--- src/rlc_pkg.sv ---
// Package for the reference cleanup loop control register bank.
// Assumes an 8-bit register port with 16-bit addresses from the serial port.
package rlc_pkg;
  localparam logic [15:0] ADDR_TRANSFER = 16'h000f;
  localparam logic [15:0] ADDR_REF_A_DIV_LOW = 16'h0100;
  localparam logic [15:0] ADDR_REF_A_DIV_HIGH = 16'h0101;
  localparam logic [15:0] ADDR_REF_B_DIV_LOW = 16'h0102;
  localparam logic [15:0] ADDR_REF_B_DIV_HIGH = 16'h0103;
  localparam logic [15:0] ADDR_FB_DIV_LOW = 16'h0104;
  localparam logic [15:0] ADDR_FB_DIV_HIGH = 16'h0105;
  localparam logic [15:0] ADDR_PUMP_CURRENT = 16'h0106;
  localparam logic [15:0] ADDR_PUMP_MODE = 16'h0107;
  localparam logic [15:0] ADDR_RECEIVER = 16'h0108;
  localparam logic [15:0] ADDR_PIN_SELECT = 16'h0109;
  localparam int NUM_REGS = 10;
  // Bank index of each register, counted from the first divider byte
  localparam int IDX_REF_A_LOW = 0;
  localparam int IDX_REF_A_HIGH = 1;
  localparam int IDX_REF_B_LOW = 2;
  localparam int IDX_REF_B_HIGH = 3;
  localparam int IDX_FB_LOW = 4;
  localparam int IDX_FB_HIGH = 5;
  localparam int IDX_PUMP_CURRENT = 6;
  localparam int IDX_PUMP_MODE = 7;
  localparam int IDX_RECEIVER = 8;
  localparam int IDX_PIN_SELECT = 9;
  localparam int DIV_HIGH_WIDTH = 2;
  localparam int PUMP_CURRENT_WIDTH = 7;
  localparam int PUMP_MODE_WIDTH = 2;
  localparam int TRANSFER_BIT = 0;
  localparam int FORCE_HOLD_BIT = 7;
  localparam int AUTO_HOLD_OFF_BIT = 5;
  localparam int B_DIFF_BIT = 6;
  localparam int A_DIFF_BIT = 5;
  localparam int B_ENABLE_BIT = 4;
  localparam int A_ENABLE_BIT = 3;
  localparam int B_NEG_PIN_BIT = 1;
  localparam int A_NEG_PIN_BIT = 0;
  localparam logic [7:0] RESET_VALUE = 8'h00;
  localparam logic [9:0] DIV_MIN = 10'h001;
  // Writable bits per register; the rest are reserved and read zero
  localparam logic [7:0] MASK_LOW = 8'hff;
  localparam logic [7:0] MASK_HIGH = 8'h03;
  localparam logic [7:0] MASK_PUMP_CURRENT = 8'hff;
  localparam logic [7:0] MASK_PUMP_MODE = 8'h23;
  localparam logic [7:0] MASK_RECEIVER = 8'h78;
  localparam logic [7:0] MASK_PIN_SELECT = 8'h03;
  typedef enum logic [1:0] {
    RLC_PUMP_TRISTATE = 2'h0,
    RLC_PUMP_DOWN = 2'h1,
    RLC_PUMP_UP = 2'h2,
    RLC_PUMP_NORMAL = 2'h3
  } rlc_pump_mode_t;
endpackage

--- src/rlc_regs.sv ---
// Buffered register bank for the reference cleanup loop controls.
// Assumes a serial port front end giving one-cycle write/read strobes.
`timescale 1ns/1ps
module rlc_regs
  import rlc_pkg::*;
(
  input wire logic clk,
  input wire logic rst,
  input wire logic wr_en,
  input wire logic rd_en,
  input wire logic [15:0] addr,
  input wire logic [7:0] wr_data,
  output logic [7:0] rd_data,
  output logic rd_valid,
  output logic [9:0] ref_a_divide,
  output logic [9:0] ref_b_divide,
  output logic [9:0] feedback_divide,
  output logic [6:0] pump_current,
  output logic pump_up_enable,
  output logic pump_down_enable,
  output logic pump_tristate,
  output logic auto_hold_enable,
  output logic ref_a_rx_enable,
  output logic ref_a_differential,
  output logic ref_a_pos_pin_enable,
  output logic ref_a_neg_pin_enable,
  output logic ref_b_rx_enable,
  output logic ref_b_differential,
  output logic ref_b_pos_pin_enable,
  output logic ref_b_neg_pin_enable
);

  logic [7:0] buffer_regs [NUM_REGS];
  logic [7:0] active_regs [NUM_REGS];
  logic transfer;

  function automatic int reg_index(input logic [15:0] a);
    int idx;
    idx = -1;
    if (a >= ADDR_REF_A_DIV_LOW && a <= ADDR_PIN_SELECT) begin
      idx = int'(a - ADDR_REF_A_DIV_LOW);
    end
    return idx;
  endfunction

  function automatic logic [7:0] reg_mask(input int idx);
    logic [7:0] m;
    m = 8'h00;
    case (idx)
      IDX_REF_A_LOW, IDX_REF_B_LOW, IDX_FB_LOW: m = MASK_LOW;
      IDX_REF_A_HIGH, IDX_REF_B_HIGH, IDX_FB_HIGH: m = MASK_HIGH;
      IDX_PUMP_CURRENT: m = MASK_PUMP_CURRENT;
      IDX_PUMP_MODE: m = MASK_PUMP_MODE;
      IDX_RECEIVER: m = MASK_RECEIVER;
      IDX_PIN_SELECT: m = MASK_PIN_SELECT;
      default: m = 8'h00;
    endcase
    return m;
  endfunction

  // Divider hardware treats zero as one, so clamp here
  function automatic logic [9:0] div_ratio(input logic [7:0] lo, input logic [7:0] hi);
    logic [9:0] v;
    v = {hi[DIV_HIGH_WIDTH-1:0], lo};
    if (v < DIV_MIN) begin
      v = DIV_MIN;
    end
    return v;
  endfunction

  // Strobe is self-clearing: it is never stored, so it reads zero
  assign transfer = wr_en && (addr == ADDR_TRANSFER) && wr_data[TRANSFER_BIT];

  genvar gi;
  generate
    for (gi = 0; gi < NUM_REGS; gi++) begin : g_reg
      always_ff @(posedge clk) begin
        if (rst) begin
          buffer_regs[gi] <= RESET_VALUE;
        end else if (wr_en && reg_index(addr) == gi) begin
          buffer_regs[gi] <= wr_data & reg_mask(gi);
        end
      end

      always_ff @(posedge clk) begin
        if (rst) begin
          active_regs[gi] <= RESET_VALUE;
        end else if (transfer) begin
          active_regs[gi] <= buffer_regs[gi];
        end
      end
    end
  endgenerate

  // Reads return the buffer so software sees what it wrote before transfer
  logic [7:0] next_rd_data;
  always_comb begin
    next_rd_data = RESET_VALUE;
    if (rd_en && reg_index(addr) >= 0) begin
      next_rd_data = buffer_regs[reg_index(addr)];
    end
  end

  always_ff @(posedge clk) begin
    if (rst) begin
      rd_valid <= 1'b0;
    end else begin
      rd_valid <= rd_en;
    end
  end

  // Unmapped and idle cycles read zero, so a stale byte never lingers
  always_ff @(posedge clk) begin
    if (rst) begin
      rd_data <= RESET_VALUE;
    end else begin
      rd_data <= next_rd_data;
    end
  end

  logic [9:0] next_ref_a_divide;
  logic [9:0] next_ref_b_divide;
  logic [9:0] next_feedback_divide;
  assign next_ref_a_divide = div_ratio(active_regs[IDX_REF_A_LOW], active_regs[IDX_REF_A_HIGH]);
  assign next_ref_b_divide = div_ratio(active_regs[IDX_REF_B_LOW], active_regs[IDX_REF_B_HIGH]);
  assign next_feedback_divide = div_ratio(active_regs[IDX_FB_LOW], active_regs[IDX_FB_HIGH]);

  always_ff @(posedge clk) begin
    if (rst) begin
      ref_a_divide <= DIV_MIN;
    end else begin
      ref_a_divide <= next_ref_a_divide;
    end
  end

  always_ff @(posedge clk) begin
    if (rst) begin
      ref_b_divide <= DIV_MIN;
    end else begin
      ref_b_divide <= next_ref_b_divide;
    end
  end

  always_ff @(posedge clk) begin
    if (rst) begin
      feedback_divide <= DIV_MIN;
    end else begin
      feedback_divide <= next_feedback_divide;
    end
  end

  logic force_hold;
  rlc_pump_mode_t mode;
  logic next_pump_tristate;
  logic next_pump_up;
  logic next_pump_down;
  assign force_hold = active_regs[IDX_PUMP_CURRENT][FORCE_HOLD_BIT];
  assign mode = rlc_pump_mode_t'(active_regs[IDX_PUMP_MODE][PUMP_MODE_WIDTH-1:0]);

  // Forced holdover overrides every pump mode
  always_comb begin
    next_pump_tristate = 1'b1;
    next_pump_up = 1'b0;
    next_pump_down = 1'b0;
    if (force_hold) begin
      next_pump_tristate = 1'b1;
      next_pump_up = 1'b0;
      next_pump_down = 1'b0;
    end else begin
      case (mode)
        RLC_PUMP_TRISTATE: begin
          next_pump_tristate = 1'b1;
          next_pump_up = 1'b0;
          next_pump_down = 1'b0;
        end
        RLC_PUMP_DOWN: begin
          next_pump_tristate = 1'b0;
          next_pump_up = 1'b0;
          next_pump_down = 1'b1;
        end
        RLC_PUMP_UP: begin
          next_pump_tristate = 1'b0;
          next_pump_up = 1'b1;
          next_pump_down = 1'b0;
        end
        // Normal mode lets the phase detector drive both switches
        default: begin
          next_pump_tristate = 1'b0;
          next_pump_up = 1'b1;
          next_pump_down = 1'b1;
        end
      endcase
    end
  end

  always_ff @(posedge clk) begin
    if (rst) begin
      pump_current <= 7'h00;
    end else begin
      pump_current <= active_regs[IDX_PUMP_CURRENT][PUMP_CURRENT_WIDTH-1:0];
    end
  end

  always_ff @(posedge clk) begin
    if (rst) begin
      auto_hold_enable <= 1'b1;
    end else begin
      auto_hold_enable <= !active_regs[IDX_PUMP_MODE][AUTO_HOLD_OFF_BIT];
    end
  end

  always_ff @(posedge clk) begin
    if (rst) begin
      pump_tristate <= 1'b1;
    end else begin
      pump_tristate <= next_pump_tristate;
    end
  end

  always_ff @(posedge clk) begin
    if (rst) begin
      pump_up_enable <= 1'b0;
    end else begin
      pump_up_enable <= next_pump_up;
    end
  end

  always_ff @(posedge clk) begin
    if (rst) begin
      pump_down_enable <= 1'b0;
    end else begin
      pump_down_enable <= next_pump_down;
    end
  end

  // Differential mode needs both pins; a powered-down receiver gets neither
  function automatic logic pin_enable(input logic en, input logic diff, input logic neg, input logic want_neg);
    return en && (diff || (neg == want_neg));
  endfunction

  logic a_en;
  logic b_en;
  logic a_diff;
  logic b_diff;
  logic a_neg;
  logic b_neg;
  assign a_en = active_regs[IDX_RECEIVER][A_ENABLE_BIT];
  assign b_en = active_regs[IDX_RECEIVER][B_ENABLE_BIT];
  assign a_diff = active_regs[IDX_RECEIVER][A_DIFF_BIT];
  assign b_diff = active_regs[IDX_RECEIVER][B_DIFF_BIT];
  assign a_neg = active_regs[IDX_PIN_SELECT][A_NEG_PIN_BIT];
  assign b_neg = active_regs[IDX_PIN_SELECT][B_NEG_PIN_BIT];

  logic next_a_pos;
  logic next_a_neg;
  logic next_b_pos;
  logic next_b_neg;
  assign next_a_pos = pin_enable(a_en, a_diff, a_neg, 1'b0);
  assign next_a_neg = pin_enable(a_en, a_diff, a_neg, 1'b1);
  assign next_b_pos = pin_enable(b_en, b_diff, b_neg, 1'b0);
  assign next_b_neg = pin_enable(b_en, b_diff, b_neg, 1'b1);

  // Powered-down receivers keep both pins off to save current
  always_ff @(posedge clk) begin
    if (rst) begin
      ref_a_rx_enable <= 1'b0;
    end else begin
      ref_a_rx_enable <= a_en;
    end
  end

  always_ff @(posedge clk) begin
    if (rst) begin
      ref_a_differential <= 1'b0;
    end else begin
      ref_a_differential <= a_diff;
    end
  end

  always_ff @(posedge clk) begin
    if (rst) begin
      ref_a_pos_pin_enable <= 1'b0;
    end else begin
      ref_a_pos_pin_enable <= next_a_pos;
    end
  end

  always_ff @(posedge clk) begin
    if (rst) begin
      ref_a_neg_pin_enable <= 1'b0;
    end else begin
      ref_a_neg_pin_enable <= next_a_neg;
    end
  end

  always_ff @(posedge clk) begin
    if (rst) begin
      ref_b_rx_enable <= 1'b0;
    end else begin
      ref_b_rx_enable <= b_en;
    end
  end

  always_ff @(posedge clk) begin
    if (rst) begin
      ref_b_differential <= 1'b0;
    end else begin
      ref_b_differential <= b_diff;
    end
  end

  always_ff @(posedge clk) begin
    if (rst) begin
      ref_b_pos_pin_enable <= 1'b0;
    end else begin
      ref_b_pos_pin_enable <= next_b_pos;
    end
  end

  always_ff @(posedge clk) begin
    if (rst) begin
      ref_b_neg_pin_enable <= 1'b0;
    end else begin
      ref_b_neg_pin_enable <= next_b_neg;
    end
  end

endmodule

--- config.mk ---
export PLATFORM = sky130hd
export DESIGN_NAME = rlc_regs
export DESIGN_NICKNAME = d
export VERILOG_FILES = /design/src/rlc_pkg.sv /design/src/rlc_regs.sv
export SDC_FILE = /design/constraint.sdc
export NUM_CORES = 1
export LEC_CHECK = 0
export BUFFER_PORTS_ARGS = -buffer_cell sky130_fd_sc_hd__buf_2
export CAP_MARGIN = 5
export CORE_MARGIN = 3
export CORE_UTILIZATION = 45
export DETAILED_ROUTE_END_ITERATION = 10
export PLACE_DENSITY = 0.67
export SKIP_CTS_REPAIR_TIMING = 1
export SYNTH_ARGS = -nofsm -noshare
export SYNTH_HDL_FRONTEND = slang
export SYNTH_SLANG_ARGS = --single-unit
--- constraint.sdc ---
create_clock -name clk -period 4.1 [get_ports clk]
set_input_delay 0.82 -clock clk [delete_from_list [all_inputs] [get_ports clk]]
set_output_delay 0.82 -clock clk [all_outputs]
set_load 0.05 [all_outputs]
==> results of run 1 <==
## metal layers
metal	track usage, %	wire (microns)	share of wire, %
met1	24.0	5310	44
met5	0	0	0
met2	27.8	5600	46
met4	6.94	215	1.8
met3	4.57	993	8.2
## cells by family (layout without fill, tap and decap cells)
group | count (synthesis) | count (layout) | synth area share [%]
simple gates | 229 | 229 | 21.5
flops | 152 | 152 | 66.8
buf+inv | 44 | 139 | 3.19
compound gates | 28 | 28 | 3.55
mux | 16 | 16 | 4.20
fa+ha+maj | 3 | 3 | 0.630
xor+xnor | 1 | 1 | 0.147
## report_power, final
group / internal (mW) / switching, mW / total (mW)
Clock: 0.847 / 0.598 / 1.45
Sequential: 1.67 / 0.0228 / 1.69
Combinational: 0.0622 / 0.147 / 0.210
## critical path, stage by stage
cell	delay (ns)
buf_2	0.10
or4_4	0.55
nor4_4	0.49
nand3_1	0.16
o21ai_0	0.89
## final cells by class
cell class	count	area [sq um]	share of cell area, %
multi-input combinational	277	1790	25.2
clock buffer	20	478	6.72
tap	172	215	3.03
clock inverter	12	85.1	1.20
timing repair buffer	94	505	7.11
inverter	13	48.8	0.686
sequential	152	3980	56.0
## stage by stage
stage	setup WS, ns	util (%)	instance area [sq um]	instances
2_1_floorplan	0.977	-	5960	473
3_3_place_gp	0.741	51.2	6550	708
3_5_place_dp	0.685	51.2	6550	708
4_1_cts	1.12	55.6	7110	740
5_1_grt	0.944	55.6	7110	740
6_report	1.11	55.6	7110	740
## cells in the final DEF, fill, tap and decap left out, types with 3 or more instances in the layout
| cell | instances |
|---|---|
| nand2_1 | 32 |
| nor4_1 | 10 |
| o21ai_0 | 5 |
| edfxtp_1 | 94 |
| dfxtp_1 | 58 |
| nor2_1 | 22 |
| and2_1 | 48 |
| mux4_2 | 7 |
| nor3b_1 | 5 |
| inv_4 | 5 |
| nand2b_1 | 7 |
| ha_1 | 3 |
| clkinv_4 | 3 |
| inv_1 | 13 |
| clkbuf_16 | 18 |
| buf_4 | 8 |
| nor3_1 | 51 |
| o41ai_1 | 4 |
| mux2i_1 | 7 |
| a21oi_1 | 3 |
| nand3_1 | 7 |
| a311o_1 | 3 |
| nor2b_1 | 33 |
| buf_2 | 85 |
## sequential cells by signal (all words and copies together), names as in the netlist, 7 cells and up
register         cells
active_regs         47
ref_a_divide        10
rd_data              8
pump_current         7
buffer_regs         47
ref_b_divide        10
feedback_divide     10
## final timing paths
kind | endpoint | slack (ns) | cells after the start
worst max-delay path | buffer_regs[2][3]$_SDFFCE_PN0P_ | 1.11 | 5
worst min-delay path | auto_hold_enable$_SDFF_PP1_ | 0.41 | 1
worst max register to register | rd_data[0]$_SDFF_PP0_ | 2.43 | 4
worst min register to register | auto_hold_enable$_SDFF_PP1_ | 0.41 | 1
==> results.json, run 1 <==
{
  "status": "finished, final reports clean",
  "min_from": "active_regs[3][13]$_SDFFCE_PN0P_",
  "startpoint": "addr[13]",
  "hold_viol": 0,
  "period_minus_slack_ns": 2.99,
  "vias_per_cell": 5.17,
  "totalWireLength_microns": 12100,
  "cts_made_buffers": 17,
  "cts-root-buf": "clkbuf_16",
  "cts_tree": "built",
  "yosys-top-cells-area": "edfxtp_1 (47%), dfxtp_1 (19%), and2_1 (5.0%)",
  "vias": 3824,
  "synth.avg_cell_area_sq_um": 12.6,
  "nFillCells": 1064,
  "synthTopCellsByCount": "edfxtp_1 (94), dfxtp_1 (58), nor3_1 (51)",
  "synth-seq-cells": 152,
  "power_leakage_nw": 2.76,
  "numPortBuffers": 85,
  "grt_max_degree": 48,
  "synth_cell_types": 47,
  "netlist_instances": 473,
  "die_x_microns": 121,
  "die-area_sq_um": 14700,
  "r2r_start": "buffer_regs[5][0]$_SDFFCE_PN0P_",
  "holdWs_ns": 0.410,
  "synth_edf_count": 94,
  "rows": 41,
  "async_reset_ff_share_pct": 0,
  "synth_warnings": 0,
  "slew_headroom_pct": 25.4,
  "core-area_sq_um": 12800,
  "worstPathArrival_ns": 3.02,
  "start_util_pct": 46.7,
  "ant_nets": 0,
  "io_pins": 86,
  "ir_drop_v": 0.000294,
  "dr.first_iter.drc_count": 291,
  "syn2layout_area_growth_pct": 19.2,
  "first_global_vias": 3792,
  "tightest_slew_ns": 1.12,
  "synth_top_area_share_pct": 47.3,
  "period_share_pct": 72.9,
  "drt_pass1_iterations": 6,
  "yosysSeqAreaShare_pct": 66.8,
  "hold_class": "reg2reg",
  "setup_violations": 0,
  "grt.total_usage_pct": 17.8,
  "syn_nets": 504,
  "clockBufferDepth": 2,
  "antenna_found_initial": 0,
  "finalPower_mw": 3.35,
  "rsz0062_at_grt": "no",
  "synth_top_area_cell": "edfxtp_1",
  "grt_pass1_wl_microns": 19700,
  "cp_max_fo": 8,
  "max_freq_ghz": 0.335,
  "routedWlPerCell_microns": 16.4,
  "gp_congestion": 0.841,
  "worst_setup_path_start_kind": "primary input",
  "worst_ep_required_time_ns": 4.13,
  "end_kind": "flip-flop",
  "synth-main-ff-cell": "edfxtp_1",
  "netlist_area_sq_um": 5960,
  "clock-sinks": 152,
  "p_per_area_nw_per_um2": 471,
  "clock_skew_ns": 0.00771,
  "fin_nets": 586,
  "grt_remaining_overflow": 0,
  "drive_above_1_share_pct": 25.4,
  "insertion_delay_ns": 0.41,
  "worstSetupPathType": "in2reg",
  "slew_viol_final": 0,
  "setup-tns-final_ns": 0,
  "clkTransAtPathRegs_ns": 0.06,
  "drc": 0,
  "h-tree-depth": 4,
  "maxCapViolations": 0,
  "yosysMostFrequentCell": "edfxtp_1",
  "die_y_microns": 121,
  "hpwl_microns": 8490,
  "antenna_cells": 0
}
No activity file was read; power rests on OpenSTA's default activity.
==> run 2: changes to the inputs <==
clock period = 2.8 ns   (was 4.1 ns; I/O delays follow)
==> results.json, run 2 (synthesized netlist as in run 1, its figures left out) <==
{
  "startpoint": "addr[5]",
  "die-area_sq_um": 14700,
  "ff2ff_path_depth": 4,
  "drc": 0,
  "fin_nets": 603,
  "rows": 41,
  "insertion_delay_ns": 0.41,
  "numPortBuffers": 85,
  "drt_pass1_iterations": 5,
  "clkTransAtPathRegs_ns": 0.06,
  "setup_violations": 0,
  "totalWireLength_microns": 12300,
  "place_ws_ns": 0.124,
  "drive_above_1_share_pct": 27.0,
  "r2r_start": "buffer_regs[5][1]$_SDFFCE_PN0P_",
  "io_pins": 86,
  "setup-tns-final_ns": 0,
  "slew_headroom_pct": 51.6,
  "period_share_pct": 81.1,
  "syn2layout_area_growth_pct": 22.6,
  "cts_made_buffers": 17,
  "worstSetupPathType": "in2reg",
  "layout_setup_ws_ns": 0.530,
  "worstPathArrival_ns": 2.31,
  "grt_max_degree": 48,
  "routedWlPerCell_microns": 16.2,
  "post-route-util_pct": 57.2,
  "cts-root-buf": "clkbuf_16",
  "gp_congestion": 0.878,
  "clock-sinks": 152,
  "clockBufferDepth": 2,
  "ant_nets": 0,
  "die_y_microns": 121,
  "h-tree-depth": 4,
  "tightest_slew_ns": 0.725,
  "hold_class": "reg2reg",
  "period_minus_slack_ns": 2.27,
  "rsz0062_at_grt": "no",
  "first_global_vias": 3758,
  "grt_remaining_overflow": 0,
  "final_common_cell": "edfxtp_1",
  "end_kind": "flip-flop",
  "maxCapViolations": 0,
  "hpwl_microns": 8910,
  "status": "finished, final reports clean",
  "rrSetupSlack_ns": 1.22,
  "nFillCells": 1059,
  "reg_top3": "active_regs: 47 flops, buffer_regs: 47 flops",
  "die_x_microns": 121,
  "grt.total_usage_pct": 17.8,
  "layout_common_cells": "edfxtp_1 (94), buf_2 (85), dfxtp_1 (58)",
  "start_util_pct": 46.7,
  "worst_ep_required_time_ns": 2.84,
  "cp_max_fo": 7,
  "finalPower_mw": 5.15,
  "ir_drop_v": 0.000429,
  "antenna_cells": 0,
  "cts_tree": "built",
  "endpoint": "buffer_regs[1][1]$_SDFFCE_PN0P_",
  "dr.first_iter.drc_count": 212,
  "holdWs_ns": 0.414,
  "power_leakage_nw": 2.86,
  "hold_viol": 0,
  "vias": 3832,
  "max_freq_ghz": 0.440,
  "clock_skew_ns": 0.00786,
  "worstReg2RegEnd": "rd_data[1]$_SDFF_PP0_",
  "core-area_sq_um": 12800,
  "slew_viol_final": 0,
  "grt_pass1_wl_microns": 19800,
  "vias_per_cell": 5.06,
  "worst_setup_path_start_kind": "primary input",
  "p_per_area_nw_per_um2": 705,
  "antenna_found_initial": 0
}
==> run 2: cell types whose count changed in the layout (fill, tap and decap cells not counted), sizes merged <==
cell      change
bufinv        +3
buf          +17
clkbuf        +2
clkinvlp      +2
clkinv        -1
inv           -6
==> run 2: report_power, final <==
group	leakage [nW]	switching [mW]	internal [mW]
registers	1.43	0.0323	2.44
clock network	0.301	0.851	1.51
logic	1.13	0.218	0.0990
==> run 2: worst min path at each step <==
stage,cells after the start,endpoint,startpoint
2_1_floorplan,1,auto_hold_enable$_SDFF_PP1_,active_regs[3][13]$_SDFFCE_PN0P_
3_3_place_gp,1,auto_hold_enable$_SDFF_PP1_,active_regs[3][13]$_SDFFCE_PN0P_
3_5_place_dp,1,auto_hold_enable$_SDFF_PP1_,active_regs[3][13]$_SDFFCE_PN0P_
4_1_cts,1,auto_hold_enable$_SDFF_PP1_,active_regs[3][13]$_SDFFCE_PN0P_
5_1_grt,1,auto_hold_enable$_SDFF_PP1_,active_regs[3][13]$_SDFFCE_PN0P_
6_report,1,auto_hold_enable$_SDFF_PP1_,active_regs[3][13]$_SDFFCE_PN0P_
==> run 2: final cells by class <==
cell class	count	area, sq um	share of cell area (%)
clock inverter	10	139	1.90
tap	172	215	2.94
multi-input combinational	277	1790	24.5
clock buffer	22	487	6.66
inverter	13	48.8	0.667
timing repair buffer	111	646	8.83
sequential	152	3980	54.5
==> run 2: worst max-delay path, stage by stage <==
cell	delay [ns]
buf_2	0.09
or4_1	0.59
a21oi_1	0.19
o211ai_1	0.10
buf_4	0.17
o41ai_1	0.61
==> run 2: per-layer routing <==
| metal | global-route usage [%] | vias to the layer above | routed length [microns] |
|---|---|---|---|
| met5 | 0 | - | 0 |
| met4 | 6.37 | 0 | 201 |
| met3 | 4.80 | 17 | 895 |
| met2 | 29.2 | 149 | 5920 |
| met1 | 22.9 | 1788 | 5290 |
| li1 | - | 1878 | - |
==> run 2: metrics by stage <==
step / area, sq um / std cells
2_1_floorplan: 5970 / 473
3_3_place_gp: 6690 / 725
3_5_place_dp: 6690 / 725
4_1_cts: 7310 / 757
5_1_grt: 7310 / 757
6_report: 7310 / 757
==> run 3: changes to the inputs <==
ABC_AREA = 1   (was not set)
clock period = 2.3 ns   (was 2.8 ns; I/O delays follow)
==> results.json, run 3 <==
{
  "status": "finished, final reports clean",
  "routedWlPerCell_microns": 13.7,
  "io_pins": 86,
  "yosys-top-cells-area": "edfxtp_1 (47%), dfxtp_1 (19%), nor2_1 (10%)",
  "syn2layout_area_growth_pct": 26.4,
  "finalPower_mw": 5.96,
  "antenna_cells": 0,
  "power_leakage_nw": 3.59,
  "netlist_area_sq_um": 6030,
  "yosysSeqAreaShare_pct": 66.1,
  "clockBufferDepth": 2,
  "rsz0062_at_grt": "no",
  "synthTopCellsByCount": "nor2_1 (161), inv_1 (111), nand2_1 (99)",
  "period_minus_slack_ns": 2.07,
  "grt_pass1_wl_microns": 21300,
  "synth.avg_cell_area_sq_um": 9.61,
  "antenna_found_initial": 0,
  "synth_edf_count": 94,
  "vias_per_cell": 4.66,
  "synthSimpleGateAreaFrac_pct": 22.4,
  "synth_fa_ha_area_share_pct": 0.623,
  "grt_max_degree": 28,
  "clock-sinks": 152,
  "gp_congestion": 0.902,
  "max_freq_ghz": 0.483,
  "totalWireLength_microns": 13100,
  "clock_skew_ns": 0.00820,
  "die-area_sq_um": 14800,
  "drt_pass1_iterations": 5,
  "setup_violations": 0,
  "instances_no_fill": 952,
  "netlist_instances": 627,
  "h-tree-depth": 4,
  "syn_nets": 658,
  "cts-root-buf": "clkbuf_16",
  "synth_top_area_cell": "edfxtp_1",
  "pwr-share-seq_pct": 50.5,
  "numPortBuffers": 85,
  "ant_nets": 0,
  "synth_warnings": 0,
  "rows": 41,
  "async_reset_ff_share_pct": 0,
  "worstSetupPathType": "in2reg",
  "insertion_delay_ns": 0.41,
  "die_y_microns": 122,
  "clkTransAtPathRegs_ns": 0.06,
  "nFillCells": 1114,
  "hold_viol": 0,
  "yosysMostFrequentCell": "nor2_1",
  "worst_ep_required_time_ns": 2.40,
  "synth_top_area_share_pct": 46.8,
  "synth_top_family_by_area": "simple AND/OR/NAND/NOR gates",
  "cts_tree": "built",
  "startpoint": "addr[9]",
  "period_share_pct": 90.1,
  "vias": 4438,
  "synth-seq-cells": 152,
  "worstPathArrival_ns": 2.17,
  "tightest_slew_ns": 0.657,
  "slew_headroom_pct": 56.1,
  "drive_above_1_share_pct": 24.6,
  "post-place-cells": 920,
  "pwr-share-clk_pct": 43.3,
  "p_per_area_nw_per_um2": 782,
  "reg_top3": "active_regs: 47 flops, buffer_regs: 47 flops",
  "cts_made_buffers": 17,
  "hold_class": "in2reg",
  "combPwrFrac_pct": 6.1,
  "intPower_mw": 4.58,
  "ir_drop_v": 0.000492,
  "fin_nets": 798,
  "start_util_pct": 46.8,
  "grt_remaining_overflow": 0,
  "cp_max_fo": 4,
  "worst_setup_path_start_kind": "primary input",
  "hpwl_microns": 9690,
  "die_x_microns": 122,
  "dr.first_iter.drc_count": 269,
  "maxCapViolations": 0,
  "r2r_start": "active_regs[0][3]$_SDFFCE_PN0P_",
  "path_cells": "buf_2 > inv_1 > ha_1 > nand2_1 > nor2_1 > nand3_1 > nand3_1 > nand2_2 > buf_4 > nor2_1 > inv_1 > nor2_1 > nand2_1 > nand2_1",
  "synth-main-ff-cell": "edfxtp_1",
  "critPathSlowestCell": "nor2_1",
  "min_from": "rd_en",
  "p_sw_mw": 1.37,
  "swShare_pct": 23.1,
  "slew_viol_final": 0,
  "muxShareOfSynthArea_pct": 0,
  "layout_common_cells": "nor2_1 (160), inv_1 (111), nand2_1 (97)",
  "end_kind": "flip-flop",
  "critical-path-max-stage-delay_ns": 0.25,
  "synthXorXnorAreaFrac_pct": 0,
  "first_global_vias": 4416,
  "core-area_sq_um": 12900,
  "drc": 0,
  "synth_cell_types": 30,
  "grt.total_usage_pct": 18.7,
  "synth_compound_area_share_pct": 2.57,
  "final_common_cell": "nor2_1"
}
-- run 3: cell families after synthesis --
group | Yosys count
buffers and inverters | 131
AND/OR/NAND/NOR | 319
AO/OA/AOI/OAI | 22
adder cells (fa/ha/maj) | 3
flip-flops | 152
-- run 3: through the flow --
stage	util (%)	hold WS, ns	area (sq um)	worst slack (ns)	TNS, ns
6_report	59.1	0.343	7620	0.228	0
4_1_cts	59.0	0.324	7600	0.208	0
2_1_floorplan	-	0.391	6030	0.0346	0
5_1_grt	59.1	0.329	7620	0.00428	0
3_3_place_gp	54.7	0.407	7040	-0.181	-5.60
3_5_place_dp	54.7	0.411	7040	-0.222	-12.19
-- run 3: critical path: cells and delay by family --
family                     cells  cell delay [ns]
buffers and inverters          4             0.42
adders and majority gates      1             0.14
and+or+nand+nor                9             1.15
-- run 3: worst paths after layout --
kind                                          end  slack (ns)  depth (start not counted)
setup / recovery  buffer_regs[8][5]$_SDFFCE_PN0P_        0.23                         14
hold / removal                rd_valid$_SDFF_PP0_        0.34                          3
setup reg to reg       ref_a_divide[3]$_SDFF_PP0_        0.80                          5
hold reg to reg       auto_hold_enable$_SDFF_PP1_        0.43                          1
-- run 3: area by class of cell --
cell class	count	area, sq um	area share [%]
clock buffers	20	437	5.73
clock inverters	12	118	1.54
inverters	118	443	5.82
multi-input cells	344	1560	20.5
flip-flops and latches	152	3980	52.3
well taps	172	215	2.83
repair buffers	134	856	11.2
-- run 3: metal layers --
layer | up-vias | global-route usage (%) | wire length [microns]
li1 | 2247 | - | -
met1 | 2012 | 24.2 | 5630
met2 | 153 | 29.6 | 6120
met3 | 26 | 4.74 | 868
met4 | 0 | 9.17 | 468
met5 | - | 0 | 0
-- run 3: power groups by stage --
stage	logic, mW	registers [mW]	clock network, mW
after floorplan	0.127	3.15	0
after global placement	0.359	3.07	0
after detailed placement	0.363	3.07	0
after CTS	0.365	3.01	2.61
after global routing	0.399	3.02	2.74
final	0.365	3.01	2.58
